$ cat src/msr_pkg.sv
// Purpose: shared constants for the motor speed reference selector
// Assumes: 25 MHz clock, speeds in rpm, analog levels in 0.01 V / 0.01 mA
// Notes: duty is in per-mille
package msr_pkg;
    // clock and timing
    localparam int CLK_PERIOD_NS = 40;
    localparam int RAMP_TICK_NS = 1000000;
    localparam int RAMP_TICK_CYC = (RAMP_TICK_NS + CLK_PERIOD_NS - 1) / CLK_PERIOD_NS;
    localparam int BUTTON_TICK_NS = 10000000;
    localparam int BUTTON_TICK_CYC = (BUTTON_TICK_NS + CLK_PERIOD_NS - 1) / CLK_PERIOD_NS;
    localparam int DUTY_TIMEOUT_NS = 25000000;
    localparam int DUTY_TIMEOUT_CYC = DUTY_TIMEOUT_NS / CLK_PERIOD_NS;

    // speeds
    localparam int SPEED_W = 12;
    localparam logic [11:0] RATED_RPM_DEF = 12'h5DC;
    localparam logic [11:0] MIN_RPM_LOW = 12'h0C8;
    localparam logic [11:0] MIN_RPM_HIGH = 12'h1F4;
    localparam logic [11:0] RATED_3000 = 12'hBB8;
    localparam logic [11:0] BUTTON_STEP = 12'h00A;

    // reference ranges: low end, span, top
    localparam logic [11:0] VOLT_LO = 12'h0C8;
    localparam logic [11:0] VOLT_SPAN = 12'h320;
    localparam logic [11:0] VOLT_HI = 12'h3E8;
    localparam logic [11:0] CURR_LO = 12'h190;
    localparam logic [11:0] CURR_SPAN = 12'h640;
    localparam logic [11:0] CURR_HI = 12'h7D0;
    localparam logic [11:0] DUTY_LO = 12'h064;
    localparam logic [11:0] DUTY_SPAN = 12'h352;
    localparam logic [11:0] DUTY_HI = 12'h3B6;

    // register offsets
    localparam logic [7:0] REG_CTRL = 8'h00;
    localparam logic [7:0] REG_MAXSPD = 8'h04;
    localparam logic [7:0] REG_MINSPD = 8'h08;
    localparam logic [7:0] REG_SERREF = 8'h0C;
    localparam logic [7:0] REG_STATUS = 8'h10;
    localparam logic [7:0] REG_DUTY = 8'h14;
    localparam logic [2:0] CTRL_RESET = 3'h0;

    // reference sources
    typedef enum logic [1:0] {
        MSR_SRC_PWM = 2'h0,
        MSR_SRC_VOLT = 2'h1,
        MSR_SRC_CURR = 2'h2,
        MSR_SRC_SERIAL = 2'h3
    } msr_src_t;

    // reversal sequence, gray coded
    typedef enum logic [1:0] {
        MSR_RUN = 2'h0,
        MSR_DECEL = 2'h1,
        MSR_FLIP = 2'h3,
        MSR_ACCEL = 2'h2
    } msr_state_t;
endpackage

$ cat src/msr_duty_meter.sv
// Purpose: measures duty cycle of the pulse-width reference in per-mille
// Assumes: input already synchronised to clock
// Notes: reports zero duty when edges stop arriving
module msr_duty_meter
    import msr_pkg::*;
#(
    parameter int CNT_W = 20,
    parameter int TIMEOUT_CYC = DUTY_TIMEOUT_CYC
) (
    input wire logic clock,
    input wire logic rst,
    input wire logic pwmIn,
    output logic [11:0] duty_q,
    output logic dutyValid_q
);
    logic pwmLast_q;
    logic [CNT_W-1:0] highCnt_q;
    logic [CNT_W-1:0] periodCnt_q;
    logic riseEdge;
    logic [CNT_W+9:0] scaled;
    logic [CNT_W+9:0] ratio;

    assign riseEdge = pwmIn && !pwmLast_q;
    assign scaled = {10'h000, highCnt_q} * (CNT_W + 10)'(1000);
    assign ratio = (periodCnt_q == '0) ? '0 : scaled / {10'h000, periodCnt_q};

    // count high time and full period between rising edges
    always_ff @(posedge clock or posedge rst) begin
        if (rst) begin
            pwmLast_q <= 1'b0;
            highCnt_q <= '0;
            periodCnt_q <= '0;
        end else begin
            pwmLast_q <= pwmIn;
            if (riseEdge) begin
                highCnt_q <= (CNT_W)'(1);
                periodCnt_q <= (CNT_W)'(1);
            end else if (periodCnt_q != {CNT_W{1'b1}}) begin
                periodCnt_q <= periodCnt_q + (CNT_W)'(1);
                if (pwmIn) begin
                    highCnt_q <= highCnt_q + (CNT_W)'(1);
                end
            end
        end
    end

    // update duty once per period, drop it on timeout
    always_ff @(posedge clock or posedge rst) begin
        if (rst) begin
            duty_q <= 12'h000;
            dutyValid_q <= 1'b0;
        end else if (riseEdge && periodCnt_q != '0) begin
            duty_q <= ratio[11:0];
            dutyValid_q <= 1'b1;
        end else if (32'(periodCnt_q) >= TIMEOUT_CYC) begin
            duty_q <= 12'h000;
            dutyValid_q <= 1'b0;
        end
    end
endmodule

$ cat src/msr_speed_ref.sv
// Purpose: speed reference selection, scaling, ramp and direction control
// Assumes: analog level comes from an adc on this clock; pins are asynchronous
// Notes: APB slave with no wait states; nv storage is external
module msr_speed_ref
    import msr_pkg::*;
#(
    parameter logic [11:0] RATED_RPM = RATED_RPM_DEF,
    parameter int RAMP_CYC = RAMP_TICK_CYC,
    parameter int BUTTON_CYC = BUTTON_TICK_CYC,
    parameter int TIMEOUT_CYC = DUTY_TIMEOUT_CYC
) (
    input wire logic clock,
    input wire logic rst,
    input wire logic psel,
    input wire logic penable,
    input wire logic pwrite,
    input wire logic [7:0] paddr,
    input wire logic [31:0] pwdata,
    output logic [31:0] prdata,
    output logic pready,
    output logic pslverr,
    input wire logic dirSwitchIn,
    input wire logic localSelIn,
    input wire logic direction_select_input,
    input wire logic pulse_width_reference_input,
    input wire logic buttonUpIn,
    input wire logic buttonDownIn,
    input wire logic [11:0] reference_input_level,
    input wire logic [11:0] nvSpeedIn,
    output logic [11:0] nvSpeedOut,
    output logic nvWrite,
    output logic [11:0] speedCmd,
    output logic dirCcw,
    output logic motorOn
);
    localparam logic [11:0] MIN_DEF = (RATED_RPM >= RATED_3000) ? MIN_RPM_HIGH : MIN_RPM_LOW;

    ////////////////////////////////////////////////////////////////////////
    // pin synchronisers
    logic [5:0] pinRaw;
    logic [5:0] pinMeta_q;
    logic [5:0] pinSync_q;
    assign pinRaw = {dirSwitchIn, localSelIn, direction_select_input,
                     pulse_width_reference_input, buttonUpIn, buttonDownIn};
    genvar gi;
    generate
        for (gi = 0; gi < 6; gi++) begin : gSync
            // two flops per pin
            always_ff @(posedge clock or posedge rst) begin
                if (rst) begin
                    pinMeta_q[gi] <= 1'b0;
                    pinSync_q[gi] <= 1'b0;
                end else begin
                    pinMeta_q[gi] <= pinRaw[gi];
                    pinSync_q[gi] <= pinMeta_q[gi];
                end
            end
        end
    endgenerate
    logic swDir, swLocal, diDir, diPwm, btnUp, btnDown;
    assign {swDir, swLocal, diDir, diPwm, btnUp, btnDown} = pinSync_q;

    ////////////////////////////////////////////////////////////////////////
    // registers
    logic frameLarge_q;
    msr_src_t refSel_q;
    logic [11:0] maxSpd_q, minSpd_q, serRef_q;
    logic [11:0] duty, speedNow_q, localSpeed_q;
    logic dutyValid;
    msr_state_t state_q;
    logic localMode;
    logic apbSetup, apbWrite;
    logic [31:0] readMux;
    logic mapped;

    assign apbSetup = psel && !penable;
    assign apbWrite = psel && penable && pready && pwrite && !pslverr;
    assign mapped = paddr inside {REG_CTRL, REG_MAXSPD, REG_MINSPD, REG_SERREF, REG_STATUS, REG_DUTY};

    // read data selection
    always_comb begin
        readMux = 32'h0000_0000;
        case (paddr)
            REG_CTRL: readMux = {29'h0, refSel_q, frameLarge_q};
            REG_MAXSPD: readMux = {20'h0, maxSpd_q};
            REG_MINSPD: readMux = {20'h0, minSpd_q};
            REG_SERREF: readMux = {20'h0, serRef_q};
            REG_STATUS: readMux = {7'h0, localMode, 2'h0, state_q, 2'h0, motorOn, dirCcw, 4'h0, speedNow_q};
            REG_DUTY: readMux = {19'h0, dutyValid, duty};
            default: readMux = 32'h0000_0000;
        endcase
    end

    // apb answer: ready in the cycle after setup
    always_ff @(posedge clock or posedge rst) begin
        if (rst) begin
            pready <= 1'b0;
            pslverr <= 1'b0;
            prdata <= 32'h0000_0000;
        end else begin
            pready <= apbSetup;
            if (apbSetup) begin
                pslverr <= !mapped || (pwrite && paddr inside {REG_STATUS, REG_DUTY});
                prdata <= pwrite ? 32'h0000_0000 : readMux;
            end else begin
                pslverr <= 1'b0;
            end
        end
    end

    // writable configuration
    always_ff @(posedge clock or posedge rst) begin
        if (rst) begin
            frameLarge_q <= CTRL_RESET[0];
            refSel_q <= msr_src_t'(CTRL_RESET[2:1]);
            maxSpd_q <= RATED_RPM;
            minSpd_q <= MIN_DEF;
            serRef_q <= 12'h000;
        end else if (apbWrite) begin
            case (paddr)
                REG_CTRL: begin
                    frameLarge_q <= pwdata[0];
                    refSel_q <= msr_src_t'(pwdata[2:1]);
                end
                REG_MAXSPD: maxSpd_q <= (pwdata[11:0] > RATED_RPM) ? RATED_RPM : pwdata[11:0];
                REG_MINSPD: minSpd_q <= pwdata[11:0];
                REG_SERREF: serRef_q <= pwdata[11:0];
                default: serRef_q <= serRef_q;
            endcase
        end
    end

    ////////////////////////////////////////////////////////////////////////
    // tick dividers
    logic [31:0] rampCnt_q, btnCnt_q;
    logic rampTick, btnTick;
    assign rampTick = (rampCnt_q == 32'(RAMP_CYC - 1));
    assign btnTick = (btnCnt_q == 32'(BUTTON_CYC - 1));
    always_ff @(posedge clock or posedge rst) begin
        if (rst) begin
            rampCnt_q <= 32'h0;
            btnCnt_q <= 32'h0;
        end else begin
            rampCnt_q <= rampTick ? 32'h0 : rampCnt_q + 32'h1;
            btnCnt_q <= btnTick ? 32'h0 : btnCnt_q + 32'h1;
        end
    end

    msr_duty_meter #(
        .CNT_W(20),
        .TIMEOUT_CYC(TIMEOUT_CYC)
    ) uDuty (
        .clock(clock),
        .rst(rst),
        .pwmIn(diPwm),
        .duty_q(duty),
        .dutyValid_q(dutyValid)
    );

    ////////////////////////////////////////////////////////////////////////
    // local button speed and nv storage
    logic nvLoaded_q;
    logic [11:0] nvClamped;
    assign localMode = !frameLarge_q && swLocal;
    assign nvClamped = (nvSpeedIn > maxSpd_q) ? maxSpd_q : nvSpeedIn;
    always_ff @(posedge clock or posedge rst) begin
        if (rst) begin
            nvLoaded_q <= 1'b0;
            localSpeed_q <= 12'h000;
        end else if (!nvLoaded_q) begin
            nvLoaded_q <= 1'b1;
            localSpeed_q <= nvClamped;
        end else if (localSpeed_q > maxSpd_q) begin
            localSpeed_q <= maxSpd_q;
        end else if (localMode && btnTick && btnUp && !btnDown) begin
            if (localSpeed_q < minSpd_q) begin
                localSpeed_q <= minSpd_q;
            end else if (localSpeed_q + BUTTON_STEP > maxSpd_q) begin
                localSpeed_q <= maxSpd_q;
            end else begin
                localSpeed_q <= localSpeed_q + BUTTON_STEP;
            end
        end else if (localMode && btnTick && btnDown && !btnUp) begin
            if (localSpeed_q < minSpd_q + BUTTON_STEP) begin
                localSpeed_q <= 12'h000;
            end else begin
                localSpeed_q <= localSpeed_q - BUTTON_STEP;
            end
        end
    end

    // store every change of the local speed
    logic [11:0] lastStored_q;
    always_ff @(posedge clock or posedge rst) begin
        if (rst) begin
            lastStored_q <= 12'h000;
            nvSpeedOut <= 12'h000;
            nvWrite <= 1'b0;
        end else begin
            nvWrite <= 1'b0;
            if (nvLoaded_q && localSpeed_q != lastStored_q) begin
                lastStored_q <= localSpeed_q;
                nvSpeedOut <= localSpeed_q;
                nvWrite <= 1'b1;
            end
        end
    end

    ////////////////////////////////////////////////////////////////////////
    // remote reference scaling
    logic [11:0] refLevel, refLo, refSpan, refHi, mapped_speed, target;
    logic [23:0] product;
    logic belowLo;
    always_comb begin
        refLevel = reference_input_level;
        refLo = VOLT_LO;
        refSpan = VOLT_SPAN;
        refHi = VOLT_HI;
        case (refSel_q)
            MSR_SRC_VOLT: refLevel = reference_input_level;
            MSR_SRC_CURR: begin
                refLo = CURR_LO;
                refSpan = CURR_SPAN;
                refHi = CURR_HI;
            end
            MSR_SRC_PWM: begin
                refLevel = duty;
                refLo = DUTY_LO;
                refSpan = DUTY_SPAN;
                refHi = DUTY_HI;
            end
            default: refLevel = reference_input_level;
        endcase
    end
    assign belowLo = refLevel < refLo;
    assign product = (maxSpd_q > minSpd_q)
        ? 24'(maxSpd_q - minSpd_q) * 24'(((refLevel > refHi) ? refHi : refLevel) - refLo)
        : 24'h0;
    assign mapped_speed = minSpd_q + 12'(product / 24'(refSpan));

    // target speed before ramping
    always_comb begin
        if (localMode) begin
            target = (localSpeed_q < minSpd_q) ? 12'h000 : localSpeed_q;
        end else if (refSel_q == MSR_SRC_SERIAL) begin
            if (serRef_q < minSpd_q) begin
                target = frameLarge_q ? minSpd_q : 12'h000;
            end else begin
                target = serRef_q;
            end
        end else if (belowLo) begin
            target = frameLarge_q ? minSpd_q : 12'h000;
        end else begin
            target = mapped_speed;
        end
        if (target > maxSpd_q) begin
            target = maxSpd_q;
        end
    end

    ////////////////////////////////////////////////////////////////////////
    // direction sequence and ramp
    logic wantCcw;
    assign wantCcw = frameLarge_q ? diDir : swDir;
    always_ff @(posedge clock or posedge rst) begin
        if (rst) begin
            state_q <= MSR_RUN;
            dirCcw <= 1'b0;
        end else begin
            case (state_q)
                MSR_RUN: begin
                    if (wantCcw != dirCcw) begin
                        state_q <= (speedNow_q == 12'h000) ? MSR_FLIP : MSR_DECEL;
                    end
                end
                MSR_DECEL: begin
                    if (speedNow_q == 12'h000) begin
                        state_q <= MSR_FLIP;
                    end
                end
                MSR_FLIP: begin
                    dirCcw <= wantCcw;
                    state_q <= MSR_ACCEL;
                end
                MSR_ACCEL: state_q <= MSR_RUN;
                default: state_q <= MSR_RUN;
            endcase
        end
    end

    // one rpm per ramp tick toward the target, zero during reversal
    always_ff @(posedge clock or posedge rst) begin
        if (rst) begin
            speedNow_q <= 12'h000;
        end else if (speedNow_q > maxSpd_q && rampTick) begin
            speedNow_q <= speedNow_q - 12'h001;
        end else if (rampTick) begin
            if (state_q == MSR_DECEL || state_q == MSR_FLIP) begin
                if (speedNow_q != 12'h000) begin
                    speedNow_q <= speedNow_q - 12'h001;
                end
            end else if (speedNow_q < target) begin
                speedNow_q <= speedNow_q + 12'h001;
            end else if (speedNow_q > target) begin
                speedNow_q <= speedNow_q - 12'h001;
            end
        end
    end

    // outputs
    always_ff @(posedge clock or posedge rst) begin
        if (rst) begin
            speedCmd <= 12'h000;
            motorOn <= 1'b0;
        end else begin
            speedCmd <= speedNow_q;
            motorOn <= speedNow_q != 12'h000;
        end
    end
endmodule

$ cat config.mk
export PLATFORM = sky130hd
export DESIGN_NAME = msr_speed_ref
export DESIGN_NICKNAME = d
export VERILOG_FILES = /design/src/msr_pkg.sv /design/src/msr_duty_meter.sv /design/src/msr_speed_ref.sv
export SDC_FILE = /design/constraint.sdc
export NUM_CORES = 2
export LEC_CHECK = 0
export ABC_AREA = 1
export BUFFER_PORTS_ARGS = -buffer_cell sky130_fd_sc_hd__buf_2
export CORE_ASPECT_RATIO = 1.2
export CORE_MARGIN = 1
export CORE_UTILIZATION = 50
export DETAILED_ROUTE_END_ITERATION = 7
export GPL_TIMING_DRIVEN = 0
export PLACE_DENSITY_LB_ADDON = 0.15
export SYNTH_ARGS = -nofsm -noshare
export SYNTH_HDL_FRONTEND = slang
export SYNTH_HIERARCHICAL = 1
export SYNTH_SLANG_ARGS = --single-unit
$ cat constraint.sdc
create_clock -name clock -period 97.7 [get_ports clock]
set_input_delay 9.77 -clock clock [delete_from_list [all_inputs] [get_ports clock]]
set_output_delay 9.77 -clock clock [all_outputs]
set_load 0.1 [all_outputs]
* Word level (Yosys, flattened, before mapping)
Index checks and enable logic that the tools add are counted.
** Storage, ports and cells
- Flip-flop bits (word level) :: 257
- Latch bits :: 0
- Bits in writable memories :: 0
- Bits in read-only memories :: 0
- Input port bits :: 75
- Output and inout bits :: 61
- Logic and storage cells :: 181
- Memories kept :: 0
** Operators by class
- Add/subtract/negate cells :: 12
- Multiply operators :: 2
- Div/mod/pow operators :: 2
- $lt $le $gt $ge :: 15
- Equal/unequal tests :: 19
- Shifts and indexed selects :: 0
- Muxes and demuxes :: 49
- Bitwise operators :: 0
- Reduce and logical (&&, ||, !) cells :: 46
** Operators by type and width (number)
- 12-bit two-way mux :: 27
- 25-bit one-hot mux with 6 select lines :: 1
- 20-bit two-way mux :: 5
- 12-bit greater-than comparator :: 8
- 32-bit two-way mux :: 3
- 32-bit by 1-bit adder with 32-bit output, second input constant :: 2
- 12-bit less-than comparator :: 5
- 11-bit one-hot mux with 2 select lines :: 2
- 20-bit by 1-bit adder with 20-bit output, second input constant :: 2
- 32-bit by 15-bit == test with 1-bit output, second input constant :: 1
- 32-bit by 18-bit == test with 1-bit output, second input constant :: 1
- 30-bit by 20-bit divider with 30-bit output :: 1
- 20-bit by 7-bit multiplier with 27-bit output, second input constant :: 1
- 12-bit by 4-bit adder with 12-bit output, second input constant :: 2
- 24-bit by 12-bit divider with 24-bit output :: 1
- 13-bit by 13-bit multiplier with 24-bit output :: 1
- 24-bit two-way mux :: 1
- 20-bit >= comparator, second input constant :: 1
- 20-bit zero test :: 1
- 20-bit inequality test, second input constant :: 1
- 20-bit nonzero test :: 1
- 9-bit one-hot mux with 2 select lines :: 1
- 8-bit by 4-bit == test with 1-bit output, second input constant :: 2
- 8-bit by 5-bit == test with 1-bit output, second input constant :: 2
- other kinds (30) :: 72

* Logic depth before layout (Yosys ltp)
- Word-level depth :: 20
- Depth in mapped cells :: 685
- Mapped depth without buffers :: 648

* Hierarchy
The synthesis kept the hierarchy.
** Modules (own cells, without submodules)
- msr_speed_ref :: times used 1, cells each 4997, area an instance 33648.5 µm², seq. area each 4742.0 µm²
- msr_duty_meter :: times used 1, cells each 4478, area an instance 27625.2 µm², seq. area each 1351.3 µm²

* Worst setup path before layout
Ideal clock, no wire load.
- Path type :: reg-to-reg
- Start point :: register uDuty.highCnt_q[12]
- End point :: register uDuty.duty_q[0]
- Setup time :: 0.117 ns
- Arrival :: 83.262 ns
- Data required time :: 97.583 ns
- Slack :: 14.321 ns
- Stages on the path, launching flop included :: 660
- Buffers on the path :: 37
- Period minus slack after synthesis :: 83.379 ns
- Cell sequence :: dfrtp_1 > inv_1 > fa_1 > fa_1 > inv_1 > fa_1 > inv_1 > fa_1 > inv_1 > ha_1 > nand2_1 > inv_1 > nand2_1 > nand2_1 > a21oi_1 > nand3_1 > nand3_1 > nand2_1 > [624 not listed] > inv_1 > nor3_1 > nor2_2 > nand3_2 > inv_2 > clkbuf_1 > nand2_1 > o21ai_0 > ha_1 > a21oi_1 > nand3b_1 > a21oi_1 > a2111oi_0 > nand2_1 > nand3_1 > nand2_1 > nand2_1 > nand2_1
** Between the ends
- Longest elaborated chain between the ends :: 4
** RTL lines
- start, declared :: line msr_duty_meter.sv:17 : logic [CNT_W-1:0] highCnt_q;
- start signal, assigned :: line msr_duty_meter.sv:36 : highCnt_q <= (CNT_W)'(1);
- start signal, assigned :: line msr_duty_meter.sv:41 : highCnt_q <= highCnt_q + (CNT_W)'(1);
- 20-bit by 7-bit multiplier with 27-bit output :: line msr_duty_meter.sv:24 : assign scaled = {10'h000, highCnt_q} * (CNT_W + 10)'(1000);
- 30-bit by 20-bit divider with 30-bit output :: line msr_duty_meter.sv:25 : assign ratio = (periodCnt_q == '0) ? '0 : scaled / {10'h000, periodCnt_q};
- 12-bit two-way mux :: line msr_duty_meter.sv:25
- 12-bit two-way mux :: line msr_duty_meter.sv:52 : end else if (riseEdge && periodCnt_q != '0) begin
- end signal, assigned :: line msr_duty_meter.sv:53 : duty_q <= ratio[11:0];
- end, declared :: line msr_duty_meter.sv:13 : output logic [11:0] duty_q,
Every way passes these cells.
A chain may end at the register's enable or synchronous reset.

==> run_summary.xml <==
<?xml version="1.0" encoding="UTF-8"?>
<metrics>
  <group name="grt">
    <metric name="globalRouteOverflowTotal" unit="">0</metric>
    <metric name="first_global_vias" unit="">58762</metric>
    <metric name="largest_net_degree_at_the_start_of_global_routing" unit="">109</metric>
    <metric name="total_routing_resource_utilization_after_global_routing" unit="%">29.1</metric>
    <metric name="antenna_found_initial" unit="">6</metric>
    <metric name="grt_first_pass_wirelength" unit="µm">298000</metric>
  </group>
  <group name="sta">
    <metric name="timing.clock.skew" unit="ns">0.0472</metric>
    <metric name="clock.fmax" unit="MHz">11.3</metric>
    <metric name="setup_total_negative_slack" unit="ns">0</metric>
    <metric name="finalSetupViolations" unit="">0</metric>
    <metric name="slew_viol_final" unit="">0</metric>
    <metric name="finalCriticalPeriod" unit="ns">88.33</metric>
    <metric name="period_share" unit="%">90.4</metric>
    <metric name="worstMarginPinSlew" unit="ns">1.35</metric>
    <metric name="max_slew_margin" unit="%">9.81</metric>
    <metric name="worst_hold_slack" unit="ns">0.347</metric>
    <metric name="timing_hold_violations_final" unit="">0</metric>
  </group>
  <group name="floorplan">
    <metric name="start_util" unit="%">50.5</metric>
    <metric name="core_area" unit="µm²">121000</metric>
    <metric name="y_dimension_of_the_die" unit="µm">385</metric>
    <metric name="floorplan.rows" unit="">140</metric>
    <metric name="chipWidth" unit="µm">322</metric>
    <metric name="die-area" unit="µm²">124000</metric>
    <metric name="design.portCount" unit="">136</metric>
  </group>
  <group name="synthesis">
    <metric name="post-synth-top-count-cell" unit="">nand2_1</metric>
    <metric name="yosys.area.top_type" unit="">ha_1</metric>
    <metric name="post_synth_main_area_contributors" unit="">ha_1 (16%), nand2_1 (13%), inv_1 (9.6%)</metric>
    <metric name="yosys_warnings" unit="">6</metric>
    <metric name="synth_top_flop_cell" unit="">dfrtp_1</metric>
    <metric name="synth_top_cell_area_share" unit="%">15.8</metric>
    <metric name="synth-seq-area-share" unit="%">9.94</metric>
    <metric name="synth.avg_cell_area" unit="µm²">6.47</metric>
    <metric name="synthArstFlopShare" unit="%">100</metric>
    <metric name="yosysUniqueCellTypes" unit="">95</metric>
    <metric name="synth_cell_count_leaders" unit="">nand2_1 (2118), inv_1 (1572), ha_1 (774), nor2_1 (739), nand3_1 (569)</metric>
    <metric name="syn_area" unit="µm²">61300</metric>
    <metric name="synth.ff_latch_count" unit="">243</metric>
    <metric name="synth_enable_flop_cells" unit="">0</metric>
    <metric name="syn-instance-count" unit="">9475</metric>
  </group>
  <group name="worst_setup_path">
    <metric name="critPathSlowestCell" unit="">fa_1</metric>
    <metric name="critPathMostFrequentCell" unit="">inv_1</metric>
    <metric name="cp.buffers_inverters" unit="">230</metric>
    <metric name="crit_path_max_fanout" unit="">19</metric>
    <metric name="timing.critical_path.to_type" unit="">flop</metric>
    <metric name="slowest_delay" unit="ns">0.57</metric>
    <metric name="cp_data_arrival_time" unit="ns">88.88</metric>
    <metric name="crit_required" unit="ns">98.25</metric>
    <metric name="worstSetupPathType" unit="">reg2reg</metric>
    <metric name="worstSetupStartpointType" unit="">flop</metric>
    <metric name="timing.critical_path.max_delay_family" unit="">compound AO/OA/AOI/OAI gates</metric>
  </group>
  <group name="route">
    <metric name="drt_pass1_iterations" unit="">7</metric>
    <metric name="remaining_drc_errors" unit="">0</metric>
    <metric name="vias_per_cell" unit="">5.46</metric>
    <metric name="route.antenna.remaining_nets" unit="">0</metric>
    <metric name="vias" unit="">61740</metric>
    <metric name="detail_route.wirelength" unit="µm">184000</metric>
    <metric name="drt-initial-drc-count" unit="">4274</metric>
    <metric name="wire_per_inst" unit="µm">16.3</metric>
  </group>
  <group name="flow_run">
    <metric name="cap_viol_max_count" unit="">0</metric>
  </group>
  <group name="clock_tree">
    <metric name="cts_sinks" unit="">243</metric>
    <metric name="cts_hold_buf" unit="">0</metric>
    <metric name="cts_buffers" unit="">31</metric>
    <metric name="clock_insertion_delay_worst_skew" unit="ns">0.66</metric>
    <metric name="cts.htree.levels" unit="">1</metric>
    <metric name="cts_tree" unit="">built</metric>
    <metric name="clk_root_buffer_cell" unit="">clkbuf_16</metric>
    <metric name="max_root_sink_buffers" unit="">3</metric>
    <metric name="clk_pin_slew_worst_paths" unit="ns">0.08</metric>
  </group>
  <group name="placement">
    <metric name="number_of_input_and_output_port_buffers_inserted" unit="">101</metric>
    <metric name="dp_hpwl" unit="µm">152000</metric>
    <metric name="place.gp.congestion" unit="">0.969</metric>
  </group>
  <group name="cells_and_area">
    <metric name="finish.net_count" unit="">10729</metric>
    <metric name="final_layout_size_suffix_gt1_share" unit="%">11.1</metric>
    <metric name="layout-area-overhead-vs-synth" unit="%">7.36</metric>
  </group>
  <group name="worst_hold_path">
    <metric name="min-delay-path-class" unit="">reg2reg</metric>
  </group>
  <group name="run_status">
    <metric name="outcome" unit="">finished, final reports clean</metric>
  </group>
</metrics>
-- what timing repair did --
item                       in CTS  in global routing
buffers inserted                0                 28
cloned                          0                  3
gates resized for setup        18                234
pin swaps                       0                 15
setup endpoints to repair       2                  4
-- sequential cells by signal, indices dropped and copies added (netlist names), 12 cells and up --
name / count
prdata: 18
uDuty/highCnt_q: 20
minSpd_q: 12
uDuty/periodCnt_q: 20
serRef_q: 12
lastStored_q: 12
localSpeed_q: 12
maxSpd_q: 12
speedNow_q: 12
speedCmd: 12
uDuty/duty_q: 12
rampCnt_q: 32
btnCnt_q: 32
-- path summary, 6_finish.rpt --
check	start	end	slack, ns	depth (start not counted)
worst max-delay path	uDuty/highCnt_q[0]	uDuty/duty_q[0]	9.37	862
worst min-delay path	pinMeta_q[3]	diDir	0.35	0
worst max register to register	uDuty/highCnt_q[0]	uDuty/duty_q[0]	9.37	661
worst min register to register	pinMeta_q[3]	diDir	0.35	0
max in group asynchronous	rst	rampCnt_q[2]	87.37	3
min in group asynchronous	rst	pinMeta_q[2]	9.28	2
-- through the flow --
step           worst slack (ns)  utilization, %  cells  cell area [µm²]
2_1_floorplan             14.32               -   9488            61300
3_3_place_gp              -1.33            52.6  11222            63900
3_5_place_dp              -3.28            52.7  11226            64000
4_1_cts                  0.0392            53.5  11271            65000
5_1_grt                  -0.167            54.2  11304            65800
6_report                   9.37            54.2  11305            65800
-- routing by layer --
layer  up-vias  GRT usage, %  wire, µm
li1      31129             -         -
met1     28681          38.5     82800
met2      1601          49.8     84600
met3       327          3.31     10600
met4         2          8.25      5790
met5         -             0        13
-- cells in the final DEF (no fill, tap or decap), types with 25 or more instances in the layout --
| cell type | instances |
|---|---|
| nor3_1 | 144 |
| nand3_2 | 83 |
| nor4_1 | 41 |
| o211ai_1 | 48 |
| nor2_2 | 60 |
| xnor2_1 | 157 |
| a211oi_1 | 38 |
| xor2_1 | 312 |
| nand3_1 | 567 |
| fa_1 | 226 |
| clkbuf_1 | 79 |
| o31ai_1 | 33 |
| a21oi_2 | 69 |
| inv_2 | 90 |
| a21o_1 | 29 |
| o22ai_1 | 25 |
| clkbuf_16 | 31 |
| nand2_1 | 2111 |
| or2_2 | 62 |
| a21oi_1 | 488 |
| nand2_2 | 192 |
| a31oi_1 | 34 |
| buf_2 | 110 |
| buf_4 | 51 |
| inv_1 | 1551 |
| o21ai_1 | 59 |
| nor2_4 | 41 |
| dfrtp_1 | 223 |
| nand3b_1 | 28 |
| nand4_1 | 167 |
| o21ai_0 | 521 |
| nand2_4 | 71 |
| o21bai_1 | 46 |
| ha_1 | 774 |
| nor2_1 | 734 |
-- cell type report --
type	count	area [µm²]
tap	1633	2040
antenna	1	2.50
multi-input combinational	7391	48300
buffer	169	1110
timing repair buffer	136	866
clock inverter	12	140
fill	12233	55600
sequential	243	6110
timing repair inverter	3	15.0
clock buffer	38	842
inverter	1679	6390
-- worst register-to-register path, delay by kind of cell (launching register included) --
family | cells | cell delay (ns)
buffers and inverters | 168 | 15.98
and+or+nand+nor | 228 | 23.62
DFF | 1 | 0.52
adders and majority gates | 35 | 11.95
xor gates and xnor gates | 1 | 0.11
AOI/OAI and AO/OA | 229 | 35.98
-- logic make-up after synthesis --
logic type               share of synthesized area (%)
AND/OR/NAND/NOR                                   33.9
buffers and inverters                             12.0
AO/OA/AOI/OAI                                     14.1
adder cells (fa/ha/maj)                           23.2
XOR/XNOR                                          6.73
flip-flops                                        9.94
multiplexers                                     0.116
other                                           0.0123
Power is left out: the tool's default activity adds up to more than one toggle a clock period on the data nets, which glitch-free logic cannot reach.
